`config.mk`:
```
export PLATFORM = sky130hd
export DESIGN_NAME = ftg_glue
export DESIGN_NICKNAME = d
export VERILOG_FILES = /design/src/include/ftg_pkg.sv /design/src/hdl/ftg_sysref_gen.sv /design/src/hdl/ftg_glue.sv
export SDC_FILE = /design/constraint.sdc
export NUM_CORES = 1
export LEC_CHECK = 0
export ABC_AREA = 1
export BUFFER_PORTS_ARGS = -buffer_cell sky130_fd_sc_hd__buf_2
export CORE_MARGIN = 5
export CORE_UTILIZATION = 43
export DETAILED_ROUTE_END_ITERATION = 10
export PLACE_DENSITY = 0.66
export SLEW_MARGIN = 10
export SYNTH_ARGS = -nofsm -noshare
export SYNTH_HDL_FRONTEND = slang
export SYNTH_SLANG_ARGS = --single-unit
```
`constraint.sdc`:
```
create_clock -name CORE_CLK -period 8.83 [get_ports CORE_CLK]
set_clock_uncertainty 0.1 [all_clocks]
set_input_delay 0.883 -clock CORE_CLK [delete_from_list [all_inputs] [get_ports CORE_CLK]]
set_output_delay 0.883 -clock CORE_CLK [all_outputs]
set_load 0.01 [all_outputs]
```
`src/include/ftg_pkg.sv`:
```
// ftg_pkg: constants shared by the slot-1 tdd control glue
// assumes one core clock of CLK_HZ; no software-visible registers
`default_nettype none

package ftg_pkg;

    // core clock
    localparam int unsigned CLK_HZ          = 20000000;
    localparam int unsigned CLK_MHZ         = CLK_HZ / 1000000;

    // system reference frequency and accumulator sizing
    localparam int unsigned SYSREF_HZ       = 120000;
    localparam int unsigned SYSREF_STEP     = 2 * SYSREF_HZ;
    localparam int unsigned SYSREF_ACC_W    = 25;

    // width of every edge-marking pulse, least time rounded up
    localparam int unsigned PULSE_NS        = 200;
    localparam int unsigned PULSE_CYCLES    = (PULSE_NS * CLK_MHZ + 999) / 1000;
    localparam int unsigned PULSE_CNT_W     = 3;

    // bus widths
    localparam int unsigned SP_GPIO_W       = 18;
    localparam int unsigned GP_BANK_W       = 8;
    localparam int unsigned CONDITION_W     = 2;

    // reset values
    localparam logic        SELECT_IDLE_N   = 1'h1;
    localparam logic        OE_IDLE_N       = 1'h1;

    // tdd period tracker
    typedef enum logic [1:0] {
        PER_IDLE,
        PER_DOWNLINK,
        PER_UPLINK
    } ftg_period_e;

endpackage : ftg_pkg

`default_nettype wire

```
`src/hdl/ftg_sysref_gen.sv`:
```
// ftg_sysref_gen: differential periodic system reference
// assumes a free-running clock of CLK_HZ and async active-high reset
`timescale 1ns/100ps
`default_nettype none

module ftg_sysref_gen
    import ftg_pkg::*;
(
    input  wire logic CLK,
    input  wire logic RST,
    output var  logic REF_P,
    output var  logic REF_N
);

    logic [SYSREF_ACC_W-1:0] acc_r;
    logic [SYSREF_ACC_W-1:0] acc_nxt;
    logic                    ph_r;
    logic                    ph_nxt;

    // phase accumulator: toggles twice per reference period, exact on average
    always_comb begin
        acc_nxt = acc_r + SYSREF_ACC_W'(SYSREF_STEP);
        ph_nxt  = ph_r;
        if (acc_nxt >= SYSREF_ACC_W'(CLK_HZ)) begin
            acc_nxt = acc_nxt - SYSREF_ACC_W'(CLK_HZ);
            ph_nxt  = ~ph_r;
        end
    end

    // complementary pair from flops, no skew from an inverter
    always_ff @(posedge CLK or posedge RST) begin
        if (RST) begin
            acc_r <= '0;
            ph_r  <= 1'h0;
            REF_P <= 1'h0;
            REF_N <= 1'h1;
        end else begin
            acc_r <= acc_nxt;
            ph_r  <= ph_nxt;
            REF_P <= ph_nxt;
            REF_N <= ~ph_nxt;
        end
    end

endmodule // ftg_sysref_gen

`default_nettype wire

```
`src/hdl/ftg_glue.sv`:
```
// ftg_glue: slot-1 front-end card glue, tdd control, gpio bridging, selects
// assumes all pins are asynchronous to CORE_CLK; config inputs are same-clock
//
// Contract
// - drive a 120 kHz differential system reference toward the card buffer.
// - bridge SoC signal-processing gpio lines to card gpio lines per direction.
// - tx capture output rises at downlink time.
// - rx capture output rises at uplink time.
// - original mode: receive-on rises at uplink start, also ending downlink.
// - revised mode: receive-on is high across the uplink period.
// - original mode: transmit-on rises at downlink start.
// - revised mode: transmit-on is high across the transmit period.
// - original mode: receive-off rises at uplink end; unused when revised.
// - power-amp enable output timed with the transmit schedule.
// - rf path switch steers antenna to transmit during downlink.
// - separate selects for slot-1 clock chip, slot-2 converter, slot-2 clock chip.
// - eight-bit slot-1 gp bank, each bit drivable or readable.
// - all sequential logic runs from the core clock.
// - system reference is derived from the core clock by a phase accumulator.
`timescale 1ns/100ps
`default_nettype none

module ftg_glue
    import ftg_pkg::*;
(
    input  wire logic                   CORE_CLK,
    input  wire logic                   RST,
    // tdd schedule levels from the soc event pins
    input  wire logic                   DOWNLINK_PERIOD,
    input  wire logic                   UPLINK_PERIOD,
    input  wire logic                   REVISED_FRONT_END,
    // tdd outputs to the card
    output var  logic                   SLOT1_TX_CAPTURE_PULSE,
    output var  logic                   SLOT1_RX_CAPTURE_PULSE,
    output var  logic                   SLOT1_RECEIVE_ON_PULSE,
    output var  logic                   SLOT1_TRANSMIT_ON_PULSE,
    output var  logic                   SLOT1_RECEIVE_OFF_PULSE,
    output var  logic                   POWER_AMP_ENABLE,
    output var  logic                   RF_PATH_SWITCH,
    // system reference
    output var  logic                   SYS_REFERENCE_OUT_P,
    output var  logic                   SYS_REFERENCE_OUT_N,
    // chip select requests from the soc, active low
    input  wire logic                   CLOCKCHIP1_REQ_N,
    input  wire logic                   CONVERTER2_REQ_N,
    input  wire logic                   CLOCKCHIP2_REQ_N,
    output var  logic                   SLOT1_CLOCKCHIP_SELECT_N,
    output var  logic                   SLOT2_CONVERTER_SELECT_N,
    output var  logic                   SLOT2_CLOCKCHIP_SELECT_N,
    // card condition
    input  wire logic [CONDITION_W-1:0] SLOT1_CARD_CONDITION,
    output var  logic [CONDITION_W-1:0] CARD_CONDITION_SAMPLED,
    // soc side of the signal-processing gpio bridge
    input  wire logic [SP_GPIO_W-1:0]   SP_GPIO_SOC_TO_CARD,
    input  wire logic [SP_GPIO_W-1:0]   SOC_SIGNAL_PROC_GPIO_I,
    output var  logic [SP_GPIO_W-1:0]   SOC_SIGNAL_PROC_GPIO_O,
    output var  logic [SP_GPIO_W-1:0]   SOC_SIGNAL_PROC_GPIO_OE_N,
    // card side of the signal-processing gpio bridge
    input  wire logic [SP_GPIO_W-1:0]   CARD_PROC_GPIO_I,
    output var  logic [SP_GPIO_W-1:0]   CARD_PROC_GPIO_O,
    output var  logic [SP_GPIO_W-1:0]   CARD_PROC_GPIO_OE_N,
    // slot-1 general purpose bank
    input  wire logic [GP_BANK_W-1:0]   SLOT1_GP_BANK_DRIVE,
    input  wire logic [GP_BANK_W-1:0]   SLOT1_GP_BANK_WDATA,
    output var  logic [GP_BANK_W-1:0]   SLOT1_GP_BANK_RDATA,
    input  wire logic [GP_BANK_W-1:0]   SLOT1_GP_BANK_I,
    output var  logic [GP_BANK_W-1:0]   SLOT1_GP_BANK_O,
    output var  logic [GP_BANK_W-1:0]   SLOT1_GP_BANK_OE_N
);

    // next count of a fixed-width pulse: reload on fire, else run down
    function automatic logic [PULSE_CNT_W-1:0] pulse_next(
        input logic [PULSE_CNT_W-1:0] cnt,
        input logic                   fire
    );
        logic [PULSE_CNT_W-1:0] res;
        res = cnt;
        if (fire) begin
            res = PULSE_CNT_W'(PULSE_CYCLES);
        end else if (cnt != '0) begin
            res = cnt - PULSE_CNT_W'(1);
        end
        return res;
    endfunction

    // two-flop synchronisers for every pin input
    logic                   dl_m_r,   dl_s_r;
    logic                   ul_m_r,   ul_s_r;
    logic                   rev_m_r,  rev_s_r;
    logic [2:0]             cs_m_r,   cs_s_r;
    logic [CONDITION_W-1:0] cond_m_r, cond_s_r;
    logic [SP_GPIO_W-1:0]   soc_m_r,  soc_s_r;
    logic [SP_GPIO_W-1:0]   card_m_r, card_s_r;
    logic [GP_BANK_W-1:0]   bank_m_r, bank_s_r;

    // first stage feeds only the second stage
    always_ff @(posedge CORE_CLK or posedge RST) begin
        if (RST) begin
            dl_m_r   <= 1'h0;
            dl_s_r   <= 1'h0;
            ul_m_r   <= 1'h0;
            ul_s_r   <= 1'h0;
            rev_m_r  <= 1'h0;
            rev_s_r  <= 1'h0;
            cs_m_r   <= 3'h7;
            cs_s_r   <= 3'h7;
            cond_m_r <= '0;
            cond_s_r <= '0;
            soc_m_r  <= '0;
            soc_s_r  <= '0;
            card_m_r <= '0;
            card_s_r <= '0;
            bank_m_r <= '0;
            bank_s_r <= '0;
        end else begin
            dl_m_r   <= DOWNLINK_PERIOD;
            dl_s_r   <= dl_m_r;
            ul_m_r   <= UPLINK_PERIOD;
            ul_s_r   <= ul_m_r;
            rev_m_r  <= REVISED_FRONT_END;
            rev_s_r  <= rev_m_r;
            cs_m_r   <= {CLOCKCHIP2_REQ_N, CONVERTER2_REQ_N, CLOCKCHIP1_REQ_N};
            cs_s_r   <= cs_m_r;
            cond_m_r <= SLOT1_CARD_CONDITION;
            cond_s_r <= cond_m_r;
            soc_m_r  <= SOC_SIGNAL_PROC_GPIO_I;
            soc_s_r  <= soc_m_r;
            card_m_r <= CARD_PROC_GPIO_I;
            card_s_r <= card_m_r;
            bank_m_r <= SLOT1_GP_BANK_I;
            bank_s_r <= bank_m_r;
        end
    end

    // tdd period tracker and edge-marking pulse counters
    ftg_period_e            per_r,   per_nxt;
    logic                   rev_r,   rev_nxt;
    logic [PULSE_CNT_W-1:0] txcap_r, txcap_nxt;
    logic [PULSE_CNT_W-1:0] rxcap_r, rxcap_nxt;
    logic [PULSE_CNT_W-1:0] rxon_r,  rxon_nxt;
    logic [PULSE_CNT_W-1:0] rf_path_switch_r,  rf_path_switch_nxt;
    logic [PULSE_CNT_W-1:0] rxoff_r, rxoff_nxt;
    logic                   dl_start;
    logic                   ul_start;
    logic                   ul_end;
    logic                   txcap_o, rxcap_o, rxon_o, rf_path_switch_o, rxoff_o, pa_o, sw_o;

    // downlink wins if the schedule asks for both periods at once
    always_comb begin
        per_nxt = per_r;
        case (per_r)
            PER_IDLE: begin
                if (dl_s_r) begin
                    per_nxt = PER_DOWNLINK;
                end else if (ul_s_r) begin
                    per_nxt = PER_UPLINK;
                end
            end
            PER_DOWNLINK: begin
                if (!dl_s_r) begin
                    per_nxt = ul_s_r ? PER_UPLINK : PER_IDLE;
                end
            end
            PER_UPLINK: begin
                if (dl_s_r) begin
                    per_nxt = PER_DOWNLINK;
                end else if (!ul_s_r) begin
                    per_nxt = PER_IDLE;
                end
            end
            default: begin
                per_nxt = PER_IDLE;
            end
        endcase
    end

    // period boundaries seen on the state change
    assign dl_start = (per_nxt == PER_DOWNLINK) && (per_r != PER_DOWNLINK);
    assign ul_start = (per_nxt == PER_UPLINK) && (per_r != PER_UPLINK);
    assign ul_end   = (per_r == PER_UPLINK) && (per_nxt != PER_UPLINK);

    // signalling style changes only while idle, so no level is cut short
    always_comb begin
        rev_nxt = (per_r == PER_IDLE && per_nxt == PER_IDLE) ? rev_s_r : rev_r;
    end

    // pulse counters
    always_comb begin
        txcap_nxt = pulse_next(txcap_r, dl_start);
        rxcap_nxt = pulse_next(rxcap_r, ul_start);
        rxon_nxt  = pulse_next(rxon_r,  ul_start);
        rf_path_switch_nxt  = pulse_next(rf_path_switch_r,  dl_start);
        rxoff_nxt = pulse_next(rxoff_r, ul_end && !rev_nxt);
    end

    // output values: receive-on and transmit-on pulse in original mode, follow levels in revised mode
    always_comb begin
        txcap_o = (txcap_nxt != '0);
        rxcap_o = (rxcap_nxt != '0);
        if (rev_nxt) begin
            rxon_o  = (per_nxt == PER_UPLINK);
            rf_path_switch_o  = (per_nxt == PER_DOWNLINK);
            rxoff_o = 1'h0;
        end else begin
            rxon_o  = (rxon_nxt != '0);
            rf_path_switch_o  = (rf_path_switch_nxt != '0);
            rxoff_o = (rxoff_nxt != '0);
        end
        pa_o = (per_nxt == PER_DOWNLINK);
        sw_o = (per_nxt == PER_DOWNLINK);
    end

    // tdd registers; outputs change only on clock edges and at the asynchronous reset
    always_ff @(posedge CORE_CLK or posedge RST) begin
        if (RST) begin
            per_r                   <= PER_IDLE;
            rev_r                   <= 1'h0;
            txcap_r                 <= '0;
            rxcap_r                 <= '0;
            rxon_r                  <= '0;
            rf_path_switch_r                  <= '0;
            rxoff_r                 <= '0;
            SLOT1_TX_CAPTURE_PULSE  <= 1'h0;
            SLOT1_RX_CAPTURE_PULSE  <= 1'h0;
            SLOT1_RECEIVE_ON_PULSE  <= 1'h0;
            SLOT1_TRANSMIT_ON_PULSE <= 1'h0;
            SLOT1_RECEIVE_OFF_PULSE <= 1'h0;
            POWER_AMP_ENABLE        <= 1'h0;
            RF_PATH_SWITCH          <= 1'h0;
        end else begin
            per_r                   <= per_nxt;
            rev_r                   <= rev_nxt;
            txcap_r                 <= txcap_nxt;
            rxcap_r                 <= rxcap_nxt;
            rxon_r                  <= rxon_nxt;
            rf_path_switch_r                  <= rf_path_switch_nxt;
            rxoff_r                 <= rxoff_nxt;
            SLOT1_TX_CAPTURE_PULSE  <= txcap_o;
            SLOT1_RX_CAPTURE_PULSE  <= rxcap_o;
            SLOT1_RECEIVE_ON_PULSE  <= rxon_o;
            SLOT1_TRANSMIT_ON_PULSE <= rf_path_switch_o;
            SLOT1_RECEIVE_OFF_PULSE <= rxoff_o;
            POWER_AMP_ENABLE        <= pa_o;
            RF_PATH_SWITCH          <= sw_o;
        end
    end

    // selects, condition and gpio paths
    logic [2:0]             cs_nxt;
    logic [CONDITION_W-1:0] cond_nxt;
    logic [SP_GPIO_W-1:0]   soc_o_nxt,  soc_oe_nxt;
    logic [SP_GPIO_W-1:0]   card_o_nxt, card_oe_nxt;
    logic [GP_BANK_W-1:0]   bank_o_nxt, bank_oe_nxt, bank_rd_nxt;

    // each side drives only the lines configured as its outputs
    always_comb begin
        cs_nxt      = cs_s_r;
        cond_nxt    = cond_s_r;
        card_o_nxt  = soc_s_r;
        card_oe_nxt = ~SP_GPIO_SOC_TO_CARD;
        soc_o_nxt   = card_s_r;
        soc_oe_nxt  = SP_GPIO_SOC_TO_CARD;
        bank_o_nxt  = SLOT1_GP_BANK_WDATA;
        bank_oe_nxt = ~SLOT1_GP_BANK_DRIVE;
        bank_rd_nxt = (SLOT1_GP_BANK_DRIVE & SLOT1_GP_BANK_WDATA)
                    | (~SLOT1_GP_BANK_DRIVE & bank_s_r);
    end

    // registered pin drivers; idle with selects high and enables off
    always_ff @(posedge CORE_CLK or posedge RST) begin
        if (RST) begin
            SLOT1_CLOCKCHIP_SELECT_N  <= SELECT_IDLE_N;
            SLOT2_CONVERTER_SELECT_N  <= SELECT_IDLE_N;
            SLOT2_CLOCKCHIP_SELECT_N  <= SELECT_IDLE_N;
            CARD_CONDITION_SAMPLED    <= '0;
            SOC_SIGNAL_PROC_GPIO_O    <= '0;
            SOC_SIGNAL_PROC_GPIO_OE_N <= {SP_GPIO_W{OE_IDLE_N}};
            CARD_PROC_GPIO_O          <= '0;
            CARD_PROC_GPIO_OE_N       <= {SP_GPIO_W{OE_IDLE_N}};
            SLOT1_GP_BANK_O           <= '0;
            SLOT1_GP_BANK_OE_N        <= {GP_BANK_W{OE_IDLE_N}};
            SLOT1_GP_BANK_RDATA       <= '0;
        end else begin
            SLOT1_CLOCKCHIP_SELECT_N  <= cs_nxt[0];
            SLOT2_CONVERTER_SELECT_N  <= cs_nxt[1];
            SLOT2_CLOCKCHIP_SELECT_N  <= cs_nxt[2];
            CARD_CONDITION_SAMPLED    <= cond_nxt;
            SOC_SIGNAL_PROC_GPIO_O    <= soc_o_nxt;
            SOC_SIGNAL_PROC_GPIO_OE_N <= soc_oe_nxt;
            CARD_PROC_GPIO_O          <= card_o_nxt;
            CARD_PROC_GPIO_OE_N       <= card_oe_nxt;
            SLOT1_GP_BANK_O           <= bank_o_nxt;
            SLOT1_GP_BANK_OE_N        <= bank_oe_nxt;
            SLOT1_GP_BANK_RDATA       <= bank_rd_nxt;
        end
    end

    // system reference generator on the core clock
    ftg_sysref_gen u_sysref (
        .CLK   (CORE_CLK),
        .RST   (RST),
        .REF_P (SYS_REFERENCE_OUT_P),
        .REF_N (SYS_REFERENCE_OUT_N)
    );

endmodule // ftg_glue

`default_nettype wire

```
-- Word-level counts from Yosys, hierarchy flattened
Index checks and enable logic that the tools add are counted.
- output and inout bits: 110
- flip-flop bits (word level): 256
- reduce and logical (&&, ||, !) cells: 18
- order comparisons: 1
- equality and inequality tests: 7
- bitwise operators: 7
- add/subtract/negate cells: 7
- muxes and demuxes: 23
- operator list (cell ; number):
    $mux W3 ; 10
    $reduce_bool A3 Y1 ; 10
    $add A25 B18 Y25 const B ; 1
    $ge A25 B25 Y1 const B ; 1
    $mux W25 ; 1
    $sub A25 B25 Y25 const B ; 1
    $not A18 Y18 ; 1
    $and A8 B8 Y8 ; 2
    $sub A3 B1 Y3 const B ; 5
    $mux W2 ; 6
    $not A8 Y8 ; 1
    $or A8 B8 Y8 ; 1
    $pmux W2 S3 ; 1
    $logic_and A1 B1 Y1 ; 5
    $mux W1 ; 5
    $eq A2 B1 Y1 const B ; 2
    $eq A2 B2 Y1 const B ; 2
    $logic_not A2 Y1 ; 2
    $ne A2 B2 Y1 const B ; 2
    $ne A2 B1 Y1 const B ; 1
    $not A1 Y1 ; 2
    $logic_not A1 Y1 ; 1

-- Depth between registers and ports, before layout
Gate-level depths: netlist of run 1.
- word-level depth: 11
- mapped depth: 18

-- Cells and area by module
Synthesis of run 1 repeated with hierarchy kept, for this count alone.
- cell total of the unflattened synthesis: 721
- area total of the unflattened synthesis: 8734.6 µm²
- by module, submodules not included (module ; seq. area each (µm²) ; cells an instance ; area an instance (µm²) ; instances):
    ftg_glue ; 5796.8 ; 393 ; 6648.9 ; 1
    ftg_sysref_gen ; 501.7 ; 328 ; 2085.8 ; 1

-- Worst setup path before layout of run 1
OpenSTA, ideal clock, no wires.
- path kind: flip-flop to flip-flop
- start: register u_sysref.acc_r[7]
- end: register u_sysref.acc_r[19]
- arrival: 2.060 ns
- period minus slack after synthesis: 2.277 ns
- stages on the path, launching flop included: 15
- buffers on the path: 2
- setup slack: 6.553 ns
- path through: dfrtp_1 > inv_1 > ha_1 > inv_1 > nand3_1 > nand2_1 > nand2_1 > xor2_1 > nand2_1 > nor3_2 > nand4_2 > buf_6 > buf_8 > nand3_1 > nand2_1
- longest elaborated chain between the ends: 3
- elaborated cells on any way between the ends: 4
- classes of those cells: add/sub (2); order compare (1); mux (1)
- ends and longest elaborated chain (element ; line ; source):
    start: declaration ; ftg_sysref_gen.sv:15 ; logic [SYSREF_ACC_W-1:0] acc_r;
    start signal: assignment ; ftg_sysref_gen.sv:38 ; acc_r <= acc_nxt;
    $add A25 B18 Y25 (*) ; ftg_sysref_gen.sv:22 ; acc_nxt = acc_r + SYSREF_ACC_W'(SYSREF_STEP);
    $sub A25 B25 Y25 or $ge A25 B25 Y1 (tied branches) ; ftg_sysref_gen.sv:25, ftg_sysref_gen.sv:24 ;
    $mux W25 (*) ; ftg_sysref_gen.sv:24 ; if (acc_nxt >= SYSREF_ACC_W'(CLK_HZ)) begin
    via u_sysref.acc_nxt[19] ; ftg_sysref_gen.sv:16 ; logic [SYSREF_ACC_W-1:0] acc_nxt;
Mark *: on every way through the listed nets, which the timed path passes. The rest lies on a longest branch.

-- Final worst setup path of run 1
- start: register u_sysref.acc_r[7]
- end: register u_sysref.acc_r[20]
The elaborated chain is that of the path after synthesis.

==> results of run 1 <==
==> report_power, final <==
| part | internal [mW] | switching, mW | total, mW |
|---|---|---|---|
| Combinational | 0.109 | 0.160 | 0.269 |
| Sequential | 1.24 | 0.0313 | 1.28 |
| Clock | 0.623 | 0.439 | 1.06 |
==> flip-flops by register name, summed over array words and instances, names as in the netlist, 18 cells and up <==
name                       cells
card_s_r                      18
CARD_PROC_GPIO_OE_N           18
card_m_r                      18
SOC_SIGNAL_PROC_GPIO_O        18
card_o_nxt                    18
u_sysref.acc_r                18
soc_m_r                       18
SOC_SIGNAL_PROC_GPIO_OE_N     18
CARD_PROC_GPIO_O              18
==> kinds of logic after synthesis <==
family	Yosys count
and+or+nand+nor	301
buffers and inverters	110
xor gates and xnor gates	15
AOI/OAI and AO/OA	19
DFF	249
adders and majority gates	18
==> cell type report <==
| type | count | share of cell area |
|---|---|---|
| tap | 265 | 0.0309 |
| inverter | 101 | 0.0360 |
| clock buffer | 32 | 0.0645 |
| multi-input combinational | 353 | 0.173 |
| clock inverter | 14 | 0.0147 |
| timing repair buffer | 199 | 0.0933 |
| antenna | 2 | 0.000467 |
| sequential | 249 | 0.587 |
==> worst reg2reg max path, delay by kind of cell (launching register included) <==
family                     cells  cell delay [ns]
adders and majority gates      1             0.22
DFF                            1             0.41
xor gates and xnor gates       1             0.36
buffers and inverters          2             0.15
and+or+nand+nor                9             1.77
==> through the flow <==
| stage | area, um^2 | cells |
|---|---|---|
| global route | 10700 | 1215 |
| CTS | 10700 | 1213 |
| finish | 10700 | 1215 |
| global placement | 9870 | 1167 |
| floorplan | 8640 | 712 |
| detailed placement | 9870 | 1167 |
==> final timing paths <==
kind	startpoint	end	slack (ns)	cells after the start
hold / removal	card_m_r[13]	card_s_r[13]	0.24	0
min in group asynchronous	RST	soc_m_r[6]	0.42	2
hold reg to reg	card_m_r[13]	card_s_r[13]	0.24	0
max in group asynchronous	RST	rxoff_r[0]	6.78	3
setup / recovery	u_sysref.acc_r[7]	u_sysref.acc_r[20]	5.74	13
setup reg to reg	u_sysref.acc_r[7]	u_sysref.acc_r[20]	5.74	13
==> placed cells by master (no fill, tap or decap), types with 2 or more instances in the layout <==
cell and count:
clkinv_2 6, buf_2 197, o21ai_1 3, bufinv_16 2, nand4_1 4, clkbuf_1 3, a21oi_1 12, dfrtp_1 195
nand3_2 10, nand2_1 165, ha_1 18, inv_2 3, or2_2 4, xor2_1 14, buf_4 2, nor3_1 3
inv_1 97, nand2_2 11, nand3b_1 4, clkbuf_8 4, nor4_1 2, dfstp_2 54, clkbuf_16 25, nor2_1 41
nand2_4 3, inv_8 3, nand3_1 45, clkinv_4 2, o21ai_0 2, diode_2 2, nor2_2 4
==> metal layers <==
metal  vias up  track usage  wire [um]
met4         0       0.0526        409
met3        27       0.0262       1010
met2       133        0.248       8290
li1       2604            -          -
met5         -            0          0
met1      2516        0.177       6500
==> metrics.md, run 1 <==
| Metric | Value |
|---|---|
| Run status | `completed` |
| Total Neg Setup Slack | `0 ns` |
| Total number of vias | `5,280` |
| Clock insertion delay at the later pin of the skew report | `approximately 0.52 ns` |
| Fillers | `between 1.5k and 2k` |
| Max_cap viols | `0` |
| Largest area contributor in the netlist | `dfrtp_1` |
| CTS root buffer | `clkbuf_16` |
| Post-synth EDFFs | `0` |
| Cell row count | `slightly above 50` |
| FF+latch area | `0.00630 mm^2` |
| Vias per cell | `~4.3` |
| CP peak stage delay | `a little over 0.6 ns` |
| Overflow after GRT | `0` |
| First-pass DRT Iterations | `4` |
| Initial antenna violation count | `2` |
| IO Pins | `roughly 200` |
| Place WS | `around 5.8 ns` |
| Leak | `5.53 nW` |
| # clock sinks | `about 250` |
| Post-cts sizing count | `0` |
| Worst Setup End Kind | `flop` |
| Dominant cells by area after synthesis | `dfrtp_1, dfstp_2, nand2_1` |
| Area of the multi-input gates | `around 0.0019 mm^2` |
| Final Util | `0.546` |
| Seq/Total Area, Yosys | `0.729` |
| Max H-tree Level | `1` |
| Worst vdd ir | `145 uV` |
| WL per Instance | `13.3 um` |
| Final setup fails | `0` |
| Pwr dens | `~240 mW/mm^2` |
| Slew HR | `0.371` |
| Clock transition at the registers of the reported paths | `approximately 0.070 ns` |
| Most used cell, CP | `nand2_1` |
| Max FO, Critical Path | `20` |
| Synth top area share | `0.565` |
| Pwr Total | `2.61 mW` |
| Main combinational cell family by area after synthesis | `simple AND/OR/NAND/NOR gates` |
| Maximum buffer depth of the clock tree | `3` |
| Synth Area in Simple Gates | `0.161` |
| GP Congestion | `0.824` |
| Post-Synthesis Cells | `about 700` |
| DRT antenna net count | `0` |
| Core area | `roughly 0.020 mm^2` |
| Hold Slack | `0.241 ns` |
| Crit-path leading delay family | `simple AND/OR/NAND/NOR gates` |
| Post-CTS Setup Bufs | `0` |
| Detailed Route Iter0 Violations | `210` |
| Setup ws final | `between 5 and 6 ns` |
| Syn_area_per_cell | `12.1 um^2` |
| XOR/XNOR Fraction of Synth Area | `0.0152` |
| Post-synth ARST share | `1.00` |
| First-pass GRT wire length | `roughly 26,000 um` |
| Period utilisation layout | `0.350` |
| Worst setup path class | `flop to flop` |
| Num CTS Buffers | `25` |
| CTS tree | `done` |
| Hpwl dp | `approximately 12,000 um` |
| Hold Path Class | `flop to flop` |
| Post-Synth Adder-Cell Area | `0.0261` |
| Fin. Hold Viols | `0` |
| Netlist cell types | `33` |
| Vias in the first global route | `between 5k and 6k` |
| Post-synthesis compound-gate area fraction | `0.0125` |
| Clock period minus final worst setup slack | `between 3 and 4 ns` |
| Mapped cell area | `~0.0086 mm^2` |
| Port bufs | `197` |
| RSZ-0062 raised after global routing | `no` |
| Nets | `~1.0k` |
| Mux cell area share after synthesis | `0` |
| Slew Viols, Final | `0` |
| Critical-path cell list | `inv_1 -> ha_1 -> inv_1 -> nand3_1 -> nand2_1 -> nand2_1 -> xor2_1 -> nand2_1 -> nor3_2 -> nand4_2 -> nand2_4 -> nand2_1 -> nand2_1` |
| Max Fclk | `324 MHz` |
| Worst path bufs/invs | `2` |
| Layout cells sized above 1 | `0.355` |
| Count leader, synth | `dfrtp_1` |
| Largest net degree at the start of global routing | `roughly 110` |
| Worst slew pin tran | `roughly 0.94 ns` |
| Initial core utilization | `0.440` |
| Die X | `roughly 150 um` |
| Crit path required time | `around 9.2 ns` |
| P&R area growth vs syn | `24.2%` |
| Most frequent cells after synthesis | `dfrtp_1, nand2_1, inv_1` |
| DRC Markers | `0` |
| Hold_buf cts | `0` |
| Die Area | `0.0230 mm^2` |
| Post-Route WL | `~16,000 um` |
| Tot GR Track Use | `0.142` |
| Yosys reg bits | `249` |
| Syn_nets | `between 800 and 900` |
| Critical path's slowest cell | `nand4_2` |
| Main synth FF type | `dfrtp_1` |
| Die Y | `roughly 150 um` |
| Worst Setup Start Kind | `flop` |
| Ys Warns | `0` |
| Critical Path AT | `between 3 and 4 ns` |
Power figures use the tool's default switching activity.
==> run 2, diff against run 1 <==
clock period = 2.95 ns   (was 8.83 ns; I/O delays follow)
==> run 2 against run 1 <==
Flip-flop and latch count stayed put. Register-to-register slack worse by 5.3 ns. Final area is 8.7% higher. Utilization is 4.7 points higher. Sequential share of layout area is 4.7 points lower. First-iteration DRC count is 33% higher. Sequential power grew to 3.0 times the previous value. Power grew to 3.0 times the previous value. Die area stayed put. Via count is 7.5% higher. Non-clock buffer count is 93 higher. Critical endpoint is now u_sysref.acc_r[24]. Largest power group unchanged.
==> metrics.md, run 2 (synthesis results as in run 1) <==
| Metric | Value |
|---|---|
| Worst vdd ir | `436 uV (was 145 uV)` |
| Clock share of power | `0.399 (was 0.407)` |
| Combinational share of power | `0.116 (was 0.103)` |
| Run status | `completed (unchanged)` |
| Die Y | `152 um (unchanged)` |
| Slew Viols, Final | `0 (unchanged)` |
| Num CTS Buffers | `25 (unchanged)` |
| Non-Filler Instances | `1,304 (was 1,215)` |
| CP peak stage delay | `0.39 ns (was 0.62 ns)` |
| Worst Setup Start Kind | `flop (unchanged)` |
| Worst setup path class | `flop to flop (unchanged)` |
| Sw frac | `0.239 (was 0.242)` |
| Maximum buffer depth of the clock tree | `3 (unchanged)` |
| Fin. Hold Viols | `0 (unchanged)` |
| WL per Instance | `13.5 um (was 13.3 um)` |
| Critical path's slowest cell | `dfrtp_1 (was nand4_2)` |
| DRT antenna net count | `0 (unchanged)` |
| Tot GR Track Use | `0.153 (was 0.142)` |
| Port bufs | `197 (unchanged)` |
| Pint | `6.00 mW (was 1.98 mW)` |
| Hpwl dp | `11,600 um (was 11,500 um)` |
| Core area | `0.0197 mm^2 (unchanged)` |
| Clock insertion delay at the later pin of the skew report | `0.51 ns (was 0.52 ns)` |
| Initial antenna violation count | `0 (was 2)` |
| Placed insts | `1,173 (was 1,167)` |
| IO Pins | `198 (unchanged)` |
| Post-Route WL | `17,500 um (was 16,200 um)` |
| Commonest non-fill, non-tap cell in the layout | `buf_2 (unchanged)` |
| Slew HR | `0.634 (was 0.371)` |
| Total Neg Setup Slack | `0 ns (unchanged)` |
| Setup ws final | `0.416 ns (was 5.74 ns)` |
| RSZ-0062 raised after global routing | `no (unchanged)` |
| Worst slew pin tran | `0.550 ns (was 0.943 ns)` |
| P&R area growth vs syn | `34.9% (was 24.2%)` |
| Critical Path AT | `2.88 ns (was 3.44 ns)` |
| Place WS | `0.417 ns (was 5.76 ns)` |
| Nets | `1,128 (was 1,035)` |
| CTS root buffer | `clkbuf_16 (unchanged)` |
| Switch Pwr | `1.89 mW (was 0.630 mW)` |
| Clock transition at the registers of the reported paths | `0.06 ns (was 0.07 ns)` |
| Largest net degree at the start of global routing | `108 (was 113)` |
| # clock sinks | `249 (unchanged)` |
| Layout cells sized above 1 | `0.327 (was 0.355)` |
| Final setup fails | `0 (unchanged)` |
| Vias in the first global route | `5,849 (was 5,300)` |
| Hold Path Class | `flop to flop (unchanged)` |
| Critical-path cell list | `inv_1 -> ha_1 -> nor2_2 -> nand2_2 -> nand2_2 -> nand4_1 -> nand2_2 -> inv_1 -> nor2_1 -> nand4_2 -> nand2_4 -> nand2_1 -> nand2_1 (was inv_1 -> ha_1 -> inv_1 -> nand3_1 -> nand2_1 -> nand2_1 -> xor2_1 -> nand2_1 -> nor3_2 -> nand4_2 -> nand2_4 -> nand2_1 -> nand2_1)` |
| Period utilisation layout | `0.859 (was 0.350)` |
| Most used cell, CP | `nand2_2 (was nand2_1)` |
| Leak | `5.91 nW (was 5.53 nW)` |
| CTS tree | `done (unchanged)` |
| Fillers | `1,597 (was 1,744)` |
| Worst Setup End Kind | `flop (unchanged)` |
| Clock period minus final worst setup slack | `2.53 ns (was 3.09 ns)` |
| Pwr dens | `677 mW/mm^2 (was 243 mW/mm^2)` |
| Vias per cell | `4.35 (about the same)` |
| N_diodes | `0 (was 2)` |
| Max H-tree Level | `1 (unchanged)` |
| Total number of vias | `5,674 (was 5,280)` |
| Die X | `152 um (unchanged)` |
| First-pass DRT Iterations | `6 (was 4)` |
| Detailed Route Iter0 Violations | `280 (was 210)` |
| Max FO, Critical Path | `19 (was 20)` |
| Max_cap viols | `0 (unchanged)` |
| GP Congestion | `0.882 (was 0.824)` |
| Initial core utilization | `0.440 (unchanged)` |
| Sequential cell fraction of total power | `0.485 (was 0.489)` |
| Crit path required time | `3.30 ns (was 9.18 ns)` |
| Cell row count | `51 (unchanged)` |
| First-pass GRT wire length | `28,200 um (was 26,100 um)` |
| Commonest cells after routing, fill and taps aside | `buf_2, dfrtp_1, nand2_1, inv_1, dlygate4sd3_1 (was buf_2, dfrtp_1, nand2_1, inv_1, dfstp_2)` |
| Max Fclk | `395 MHz (was 324 MHz)` |
| Die Area | `0.0230 mm^2 (unchanged)` |
| DRC Markers | `0 (unchanged)` |
| Overflow after GRT | `0 (unchanged)` |
==> run 2: changes by cell type in the layout (fill, tap and decap cells not counted) <==
cell / delta
clkbuf_1: +1
clkbuf_8: +1
buf_4: +3
buf_12: +3
dlygate4sd3_1: +87
clkinv_4: -1
inv_8: -3
clkinvlp_4: +2
diode_2: -2
clkinv_2: -2
==> run 2: power by group through the flow <==
stage	clock network, mW	registers (mW)	logic, mW
global route	3.41	3.85	1.07
detailed placement	0	3.88	0.838
finish	3.15	3.82	0.917
global placement	0	3.87	0.809
CTS	3.24	3.82	0.939
floorplan	0	3.93	0.482
==> run 2: final cells by class <==
type / instances / area, um^2 / area share
Clock buffer: 34 / 709 / 0.0609
Sequential cell: 249 / 6300 / 0.540
Multi-Input combinational cell: 353 / 1860 / 0.159
Timing Repair Buffer: 292 / 1950 / 0.168
Tap cell: 265 / 332 / 0.0284
Clock inverter: 10 / 124 / 0.0106
Inverter: 101 / 383 / 0.0328
==> run 2: what timing repair did <==
| action | CTS | global route |
|---|---|---|
| hold buffers | 87 | 0 |
| setup endpoints to repair | 0 | 0 |
| gates resized for setup | 0 | 0 |
| setup buffers | 0 | 0 |
| hold endpoints to repair | 123 | 0 |
==> run 2: final timing paths <==
path | from | endpoint | slack [ns] | cells after the start
min in group asynchronous | RST | SLOT1_GP_BANK_O[7] | 0.27 | 3
worst max-delay path | u_sysref.acc_r[7] | u_sysref.acc_r[24] | 0.42 | 13
max in group asynchronous | RST | SLOT1_GP_BANK_OE_N[5] | 1.59 | 4
worst min register to register | card_s_r[1] | SOC_SIGNAL_PROC_GPIO_O[1] | 0.24 | 0
worst min-delay path | card_s_r[1] | SOC_SIGNAL_PROC_GPIO_O[1] | 0.24 | 0
worst max register to register | u_sysref.acc_r[7] | u_sysref.acc_r[24] | 0.42 | 13
==> run 2: metrics by stage <==
| stage | total power, mW | cell area (um^2) | util | hold slack [ns] |
|---|---|---|---|---|
| 6_report | 7.89 | 11700 | 0.593 | 0.243 |
| 2_1_floorplan | 4.41 | 8640 | - | 0.199 |
| 3_3_place_gp | 4.68 | 9950 | 0.506 | 0.231 |
| 3_5_place_dp | 4.72 | 9950 | 0.506 | 0.235 |
| 5_1_grt | 8.33 | 11700 | 0.593 | 0.249 |
| 4_1_cts | 8.00 | 11700 | 0.593 | 0.243 |
==> run 2: layer usage <==
layer | GRT usage | routed length (um) | vias up
met5 | 0 | 0 | -
met4 | 0.0440 | 336 | 0
met3 | 0.0256 | 1020 | 31
met2 | 0.277 | 9050 | 135
met1 | 0.188 | 7140 | 2724
li1 | - | - | 2784
==> run 2: critical path, delay by kind of cell (launching register included) <==
| kind | cells | cell delay (ns) |
|---|---|---|
| flops | 1 | 0.39 |
| simple gates | 10 | 1.52 |
| fa+ha+maj | 1 | 0.25 |
| buf+inv | 2 | 0.18 |
